### config.mk
export PLATFORM = sky130hd
export DESIGN_NAME = ott_timer
export DESIGN_NICKNAME = d
export VERILOG_FILES = /design/src/ott_pkg.sv /design/src/ott_step_div.sv /design/src/ott_timer.sv
export SDC_FILE = /design/constraint.sdc
export NUM_CORES = 1
export LEC_CHECK = 0
export BUFFER_PORTS_ARGS = -buffer_cell sky130_fd_sc_hd__clkbuf_2
export CORE_ASPECT_RATIO = 0.5
export CORE_MARGIN = 2
export CORE_UTILIZATION = 45
export DETAILED_ROUTE_END_ITERATION = 10
export PLACE_DENSITY = 0.74
export SYNTH_ARGS = -nofsm -noshare
export SYNTH_HDL_FRONTEND = slang
export SYNTH_HIERARCHICAL = 1
export SYNTH_SLANG_ARGS = --single-unit
export TNS_END_PERCENT = 5
### constraint.sdc
create_clock -name clk_sys -period 1.8 [get_ports clk_sys]
set_clock_uncertainty 0.2 [all_clocks]
set_input_delay 0.18 -clock clk_sys [delete_from_list [all_inputs] [get_ports clk_sys]]
set_output_delay 0.18 -clock clk_sys [all_outputs]
set_load 0.01 [all_outputs]
### src/ott_pkg.sv
// Constants shared by the over-temperature assertion timer
package ott_pkg;
   localparam logic [7:0] OTT_STATUS_OFFSET   = 8'h79;
   localparam logic [7:0] OTT_LIMIT_OFFSET    = 8'h7a;
   localparam logic [7:0] OTT_STATUS_RESET    = 8'h00;
   localparam logic [7:0] OTT_LIMIT_RESET     = 8'h00;
   localparam logic [7:0] OTT_UNMAPPED_DATA   = 8'h00;
   localparam int unsigned OTT_FLAG_BIT       = 0;
   localparam int unsigned OTT_CNT_W          = 8;
   localparam logic [7:0] OTT_CNT_MAX         = 8'hff;
   // Duration must exceed this many steps before the count is shown
   localparam logic [7:0] OTT_REPORT_STEPS    = 8'h02;
   localparam logic [7:0] OTT_LIMIT_IMMEDIATE = 8'h00;
   // One count step is 22.76 ms
   localparam int unsigned OTT_STEP_NS        = 22760000;
   localparam int unsigned OTT_CLK_PERIOD_NS  = 50;
   localparam int unsigned OTT_STEP_CYCLES    =
      OTT_STEP_NS / OTT_CLK_PERIOD_NS;
   localparam int unsigned OTT_DIV_W          = 19;
endpackage

### src/ott_step_div.sv
// Step divider: one-cycle enable every step while the timer runs
`timescale 1ns/100ps
`default_nettype none
module ott_step_div #(
   parameter int unsigned STEP_CYCLES = ott_pkg::OTT_STEP_CYCLES
) (
   input  wire logic clk_sys,   // System clock
   input  wire logic sys_rst,   // Async reset, active high
   input  wire logic run,       // Count while high, restart when low
   output var  logic step       // One-cycle step enable
);
   import ott_pkg::*;

   localparam logic [OTT_DIV_W-1:0] LAST =
      OTT_DIV_W'(STEP_CYCLES - 1);

   typedef struct packed {
      logic [OTT_DIV_W-1:0] div;
      logic                 step;
   } ott_div_state_t;

   ott_div_state_t st_reg;
   ott_div_state_t st_next;

   always_comb begin
      st_next      = st_reg;
      st_next.step = 1'b0;
      if (!run) begin
         // Restart so each assertion is timed from its own start
         st_next.div = '0;
      end else if (st_reg.div == LAST) begin
         st_next.div  = '0;
         st_next.step = 1'b1;
      end else begin
         st_next.div = st_reg.div + OTT_DIV_W'(1);
      end
   end

   always_ff @(posedge clk_sys or posedge sys_rst) begin
      if (sys_rst) begin
         st_reg <= '0;
      end else begin
         st_reg <= st_next;
      end
   end

   assign step = st_reg.step;
endmodule
`default_nettype wire

### src/ott_timer.sv
// Over-temperature assertion timer with status and limit registers
`timescale 1ns/100ps
`default_nettype none
module ott_timer #(
   parameter int unsigned STEP_CYCLES = ott_pkg::OTT_STEP_CYCLES
) (
   input  wire logic       clk_sys,          // System clock, 20 MHz
   input  wire logic       sys_rst,          // Async reset, active high
   input  wire logic       overtemp_signal_n,// Over-temp input, active low
   input  wire logic [7:0] reg_addr,         // Register offset
   input  wire logic       reg_wr,           // Write strobe, one cycle
   input  wire logic [7:0] reg_wdata,        // Write data
   input  wire logic       reg_rd,           // Read strobe, one cycle
   output var  logic [7:0] reg_rdata,        // Read data
   output var  logic       reg_rvalid,       // Read data valid pulse
   output var  logic       overtime_irq_flag,// Pulse: set overtime flag
   output var  logic       overtemp_active   // Input currently asserted
);
   import ott_pkg::*;

   typedef struct packed {
      logic [OTT_CNT_W-1:0] cnt;
      logic                 seen;
      logic [7:0]           limit;
      logic                 active;
      logic                 fired;
      logic [7:0]           rdata;
      logic                 rvalid;
      logic                 irq;
   } ott_state_t;

   ott_state_t st_reg;
   ott_state_t st_next;

   logic       asserted;
   logic       rise;
   logic       step;
   logic [7:0] status_view;
   logic       over_limit;

   assign asserted = ~overtemp_signal_n;
   assign rise     = asserted & ~st_reg.active;

   ott_step_div #(
      .STEP_CYCLES (STEP_CYCLES)
   ) u_step_div (
      .clk_sys (clk_sys),
      .sys_rst (sys_rst),
      .run     (asserted),
      .step    (step)
   );

   // Short assertions show only the seen flag in bit 0
   always_comb begin
      if (st_reg.cnt > OTT_REPORT_STEPS) begin
         status_view = st_reg.cnt;
      end else begin
         status_view = {7'h00, st_reg.seen};
      end
   end

   // Limit zero fires on the assertion itself
   always_comb begin
      if (st_reg.limit == OTT_LIMIT_IMMEDIATE) begin
         over_limit = asserted;
      end else begin
         over_limit = st_reg.active
                      && (st_reg.cnt > st_reg.limit);
      end
   end

   always_comb begin
      st_next        = st_reg;
      st_next.rvalid = 1'b0;
      st_next.irq    = 1'b0;
      st_next.active = asserted;

      // Duration count
      if (rise) begin
         st_next.cnt   = '0;
         st_next.fired = 1'b0;
      end else if (st_reg.active && step
                   && st_reg.cnt != OTT_CNT_MAX) begin
         st_next.cnt = st_reg.cnt + OTT_CNT_W'(1);
      end

      // Register reads; the clear only touches the seen flag
      if (reg_rd) begin
         st_next.rvalid = 1'b1;
         if (reg_addr == OTT_STATUS_OFFSET) begin
            st_next.rdata = status_view;
            st_next.seen  = 1'b0;
         end else if (reg_addr == OTT_LIMIT_OFFSET) begin
            st_next.rdata = st_reg.limit;
         end else begin
            st_next.rdata = OTT_UNMAPPED_DATA;
         end
      end

      // New assertion wins over a clear in the same cycle
      if (rise) begin
         st_next.seen = 1'b1;
      end

      // Status offset takes no writes
      if (reg_wr && reg_addr == OTT_LIMIT_OFFSET) begin
         st_next.limit = reg_wdata;
      end

      // One notice per assertion keeps the flag from being re-hit
      if (over_limit && (rise ? 1'b1 : !st_reg.fired)) begin
         st_next.irq   = 1'b1;
         st_next.fired = 1'b1;
      end
   end

   always_ff @(posedge clk_sys or posedge sys_rst) begin
      if (sys_rst) begin
         st_reg        <= '0;
         st_reg.cnt    <= OTT_STATUS_RESET;
         st_reg.limit  <= OTT_LIMIT_RESET;
      end else begin
         st_reg <= st_next;
      end
   end

   assign reg_rdata         = st_reg.rdata;
   assign reg_rvalid        = st_reg.rvalid;
   assign overtime_irq_flag = st_reg.irq;
   assign overtemp_active   = st_reg.active;
endmodule
`default_nettype wire

==> metrics.txt <==
# TYPE chip_impl_metric gauge
chip_impl_metric{name="netlist_area",unit="mm²"} 0.002655
chip_impl_info{name="worstSetupStartpoint",value="u_step_div/st_reg[2]"} 1
chip_impl_metric{name="worst-endpoint-arrival",unit="ps"} 1790
chip_impl_metric{name="global_route_wire_length_before_repair",unit="µm"} 10730
chip_impl_metric{name="cts_made_buffers",unit=""} 5
chip_impl_metric{name="design.die.area",unit="mm²"} 0.006568
chip_impl_info{name="ys.flop_type",value="dfrtp_1"} 1
chip_impl_metric{name="antenna_violating_nets_post_route",unit=""} 0
chip_impl_metric{name="relSlewSlack",unit="%"} 69.26
chip_impl_metric{name="timing.critical_path.slowest_cell_delay",unit="ps"} 370
chip_impl_metric{name="fraction_of_power_consumed_by_the_clock_network",unit="%"} 47.5
chip_impl_metric{name="post-route-period-util",unit="%"} 101.2
chip_impl_metric{name="coreArea",unit="mm²"} 0.005587
chip_impl_metric{name="report.final.setup_viol",unit=""} 5
chip_impl_metric{name="max-cap-violations",unit=""} 0
chip_impl_metric{name="net-switching-power",unit="W"} 0.0005173
chip_impl_metric{name="slew_violations",unit=""} 0
chip_impl_info{name="setup.worst_path.start_class",value="flop"} 1
chip_impl_metric{name="drive_gt1_share",unit="%"} 29.97
chip_impl_info{name="crit_chain",value="ha_2 > nand4_1 > buf_4 > o31ai_4 > buf_6 > nor2_1"} 1
chip_impl_metric{name="postLayoutCoreUtil",unit="%"} 62.37
chip_impl_metric{name="num-fill-cells",unit=""} 423
chip_impl_metric{name="grt_use_met2",unit="%"} 37.04
chip_impl_metric{name="finalNetCount",unit=""} 378
chip_impl_metric{name="max_slew.worst_pin.slew",unit="ps"} 457.7
chip_impl_info{name="violated_checks",value="negative setup slack"} 1
chip_impl_metric{name="count_of_flip_flops_with_a_built_in_enable_after_synthesis",unit=""} 0
chip_impl_metric{name="yosys_register_bits",unit=""} 49
chip_impl_metric{name="postSynthNetCount",unit=""} 302
chip_impl_metric{name="via_count",unit=""} 2251
chip_impl_metric{name="timing.setup.tns",unit="ps"} -59.61
chip_impl_metric{name="p_seq_share",unit="%"} 45.4
chip_impl_info{name="worst_r2r_startpoint",value="u_step_div/st_reg[2]"} 1
chip_impl_metric{name="met3_track_usage_gr",unit="%"} 5.252
chip_impl_metric{name="detail_route.drc_violations",unit=""} 0
chip_impl_metric{name="clk_path_buf_depth",unit=""} 2
chip_impl_metric{name="data_required_time_at_the_worst_endpoint",unit="ps"} 1770
chip_impl_metric{name="die_height",unit="µm"} 58.32
chip_impl_metric{name="grt_usage",unit="%"} 20.82
chip_impl_metric{name="hold_depth",unit=""} 5
chip_impl_metric{name="initial_core_util",unit="%"} 47.53
chip_impl_info{name="run_status",value="finished, violations left"} 1
chip_impl_metric{name="globalRoute.totalOverflow",unit=""} 0
chip_impl_info{name="globalRoute.busiestLayer",value="met2"} 1
chip_impl_metric{name="grt_max_degree",unit=""} 30
chip_impl_metric{name="p_leak",unit="nW"} 1.577
chip_impl_metric{name="finalHoldViolCount",unit=""} 0
chip_impl_metric{name="cp_max_fo",unit=""} 10
chip_impl_metric{name="clock.fmax",unit="MHz"} 548.8
chip_impl_metric{name="flow.area_growth_from_synthesis",unit="%"} 31.24
chip_impl_metric{name="largest_reg_flops",unit=""} 19
chip_impl_metric{name="place.detailed.hpwl",unit="µm"} 4402
chip_impl_metric{name="comb_power_share",unit="%"} 7.0
chip_impl_metric{name="wirelength",unit="µm"} 6128
chip_impl_metric{name="power.internal",unit="W"} 0.001997
chip_impl_metric{name="vdd_drop_max",unit="µV"} 404.7
chip_impl_metric{name="sw_frac_of_total",unit="%"} 20.58
chip_impl_metric{name="numPortBuffers",unit=""} 31
chip_impl_metric{name="htree_num_levels",unit=""} 2
chip_impl_metric{name="rr_worst_depth",unit=""} 6
chip_impl_metric{name="number_of_global_route_vias_before_repair",unit=""} 2385
chip_impl_metric{name="clk_latency",unit="ps"} 290
chip_impl_metric{name="ys_async_sr_fraction",unit="%"} 100.0
chip_impl_info{name="cp_slowest_cell",value="dfrtp_1"} 1
chip_impl_info{name="clock_tree_from_tritoncts",value="built"} 1
chip_impl_metric{name="cts_sinks",unit=""} 49
chip_impl_info{name="worst_hold_path_type",value="input port to flop"} 1
chip_impl_info{name="rsz0062_at_grt",value="yes"} 1
chip_impl_metric{name="globalplace.congestion",unit=""} 0.8438
chip_impl_metric{name="syn_inst",unit=""} 270
chip_impl_info{name="clockRootBuffer",value="clkbuf_16"} 1
chip_impl_metric{name="rows",unit=""} 19
chip_impl_metric{name="drt_iter0_drc",unit=""} 78
chip_impl_metric{name="dieWidth",unit="µm"} 112.6
chip_impl_metric{name="yosys_synthesis_warning_count",unit=""} 6
chip_impl_metric{name="synth_area_per_cell",unit="µm²"} 9.834
chip_impl_metric{name="synth-seq-area-share",unit="%"} 46.18
chip_impl_info{name="timing.setup.critical_path_class",value="flop to flop"} 1
chip_impl_metric{name="vias_per_cell",unit=""} 5.360
chip_impl_info{name="critical_hold_path_startpoint",value="reg_addr[0]"} 1
chip_impl_metric{name="first_pass_detailed_route_iteration_total",unit=""} 4
chip_impl_metric{name="power_per_cell_area",unit="mW/mm²"} 721.4
chip_impl_metric{name="diodes",unit=""} 0
chip_impl_metric{name="met1_track_demand_over_resource_in_global_routing",unit="%"} 24.43
chip_impl_metric{name="routedWlPerCell",unit="µm"} 14.59
chip_impl_metric{name="yosysUniqueCellTypes",unit=""} 47
chip_impl_metric{name="ios",unit=""} 32
chip_impl_metric{name="final_period_minus_worst_setup_slack",unit="ps"} 1822
chip_impl_metric{name="setup_ws",unit="ps"} -22.20
chip_impl_metric{name="clkSlewWorstSetupHoldPaths",unit="ps"} 70
chip_impl_info{name="timing.critical_path.to_type",value="flop"} 1
chip_impl_metric{name="antenna_found_initial",unit=""} 0
worst paths after layout:
| path | slack (ps) | to |
|---|---|---|
| hold / removal | 150 | reg_rdata[1] |
| setup reg to reg | -20 | u_step_div/st_reg[8] |
| setup / recovery | -20 | u_step_div/st_reg[8] |
| hold reg to reg | 300 | st_reg[20] |
| max in group asynchronous | 800 | st_reg[22] |
| min in group asynchronous | 260 | u_step_div/st_reg[3] |
layout by cell type, fill, tap and decap left out, types with 5 or more instances in the layout:
cell type,n
o211ai_1,5
nand3_1,12
xor2_1,5
clkbuf_2,31
ha_1,10
inv_1,26
clkbuf_16,5
dlygate4sd3_1,11
nand4_1,8
o21ai_0,21
nand2_1,17
a22oi_1,8
buf_4,39
xnor2_1,10
dfrtp_1,47
nor4_1,7
nor2_1,22
a21oi_1,6
worst max-delay path: cells and delay by family (launching register included):
kind,cells,cell delay [ps]
AO/OA/AOI/OAI,1,230
adder cells (fa/ha/maj),1,200
buffers and inverters,2,410
flip-flops,1,370
AND/OR/NAND/NOR,2,300
area by class of cell:
cell class	instances	area [µm²]	area share (%)
Multi-Input combinational cell	180	1292	37.09
Sequential cell	49	1229	35.26
Timing Repair Buffer	83	580.6	16.66
Clock buffer	5	125.1	3.591
Inverter	27	101.3	2.908
Tap cell	73	91.34	2.621
Clock inverter	3	65.06	1.867
power groups by stage:
stage               combinational (W)  clock, W  sequential (W)
finish                       0.000176   0.00120         0.00114
global route                 0.000199   0.00127         0.00114
CTS                          0.000173   0.00122         0.00114
detailed placement           0.000149         0         0.00116
global placement             0.000142         0         0.00116
floorplan                   0.0000867         0         0.00116
repair_timing:
action                     4_1_cts  5_1_grt
hold buffers                    11        0
setup buffers                    6        1
setup endpoints to repair       19       32
gates resized for setup          6        6
hold endpoints to repair        60        0
pin swaps                        7        8
cell families after synthesis:
| group | synth area share, % |
|---|---|
| AO/OA/AOI/OAI | 12.72 |
| XOR/XNOR | 4.948 |
| adder cells (fa/ha/maj) | 5.184 |
| buffers and inverters | 7.163 |
| flip-flops | 46.18 |
| multiplexers | 1.178 |
| AND/OR/NAND/NOR | 22.62 |
cell usage after synthesis, drive strengths merged (5+ instances only):
cell	number	area share [%]
xnor2	10	3.3
a22oi	8	2.3
nand2	17	2.4
nor4	11	4.3
o21ai	23	4.3
inv	27	3.8
ha	11	5.2
a21oi	6	1.1
nand4	9	2.4
dfrtp	49	46
buf	11	2.8
o211ai	5	1.4
xor2	5	1.6
nor2	23	3.5
nand3	13	2.6
per-layer routing:
layer / up-vias / routed length [µm]
met5: - / 0
met4: 0 / 132
met3: 19 / 293
met2: 68 / 3047
met1: 1065 / 2654
li1: 1099 / -
metrics by stage:
step                      instance area, µm²  hold slack (ps)  power (W)  setup slack, ps  instances
after floorplan                         2675           -56.17   0.001246           -27.82        270
after global routing                    3485            170.0   0.002613           -107.2        420
after detailed placement                3085            20.59   0.001313           -57.06        394
after CTS                               3462            145.7   0.002540           -3.287        419
after global placement                  3085            10.84   0.001305            33.03        394
final                                   3485            147.1   0.002514           -22.20        420
Note: power is estimated with default switching activity, not from simulation.
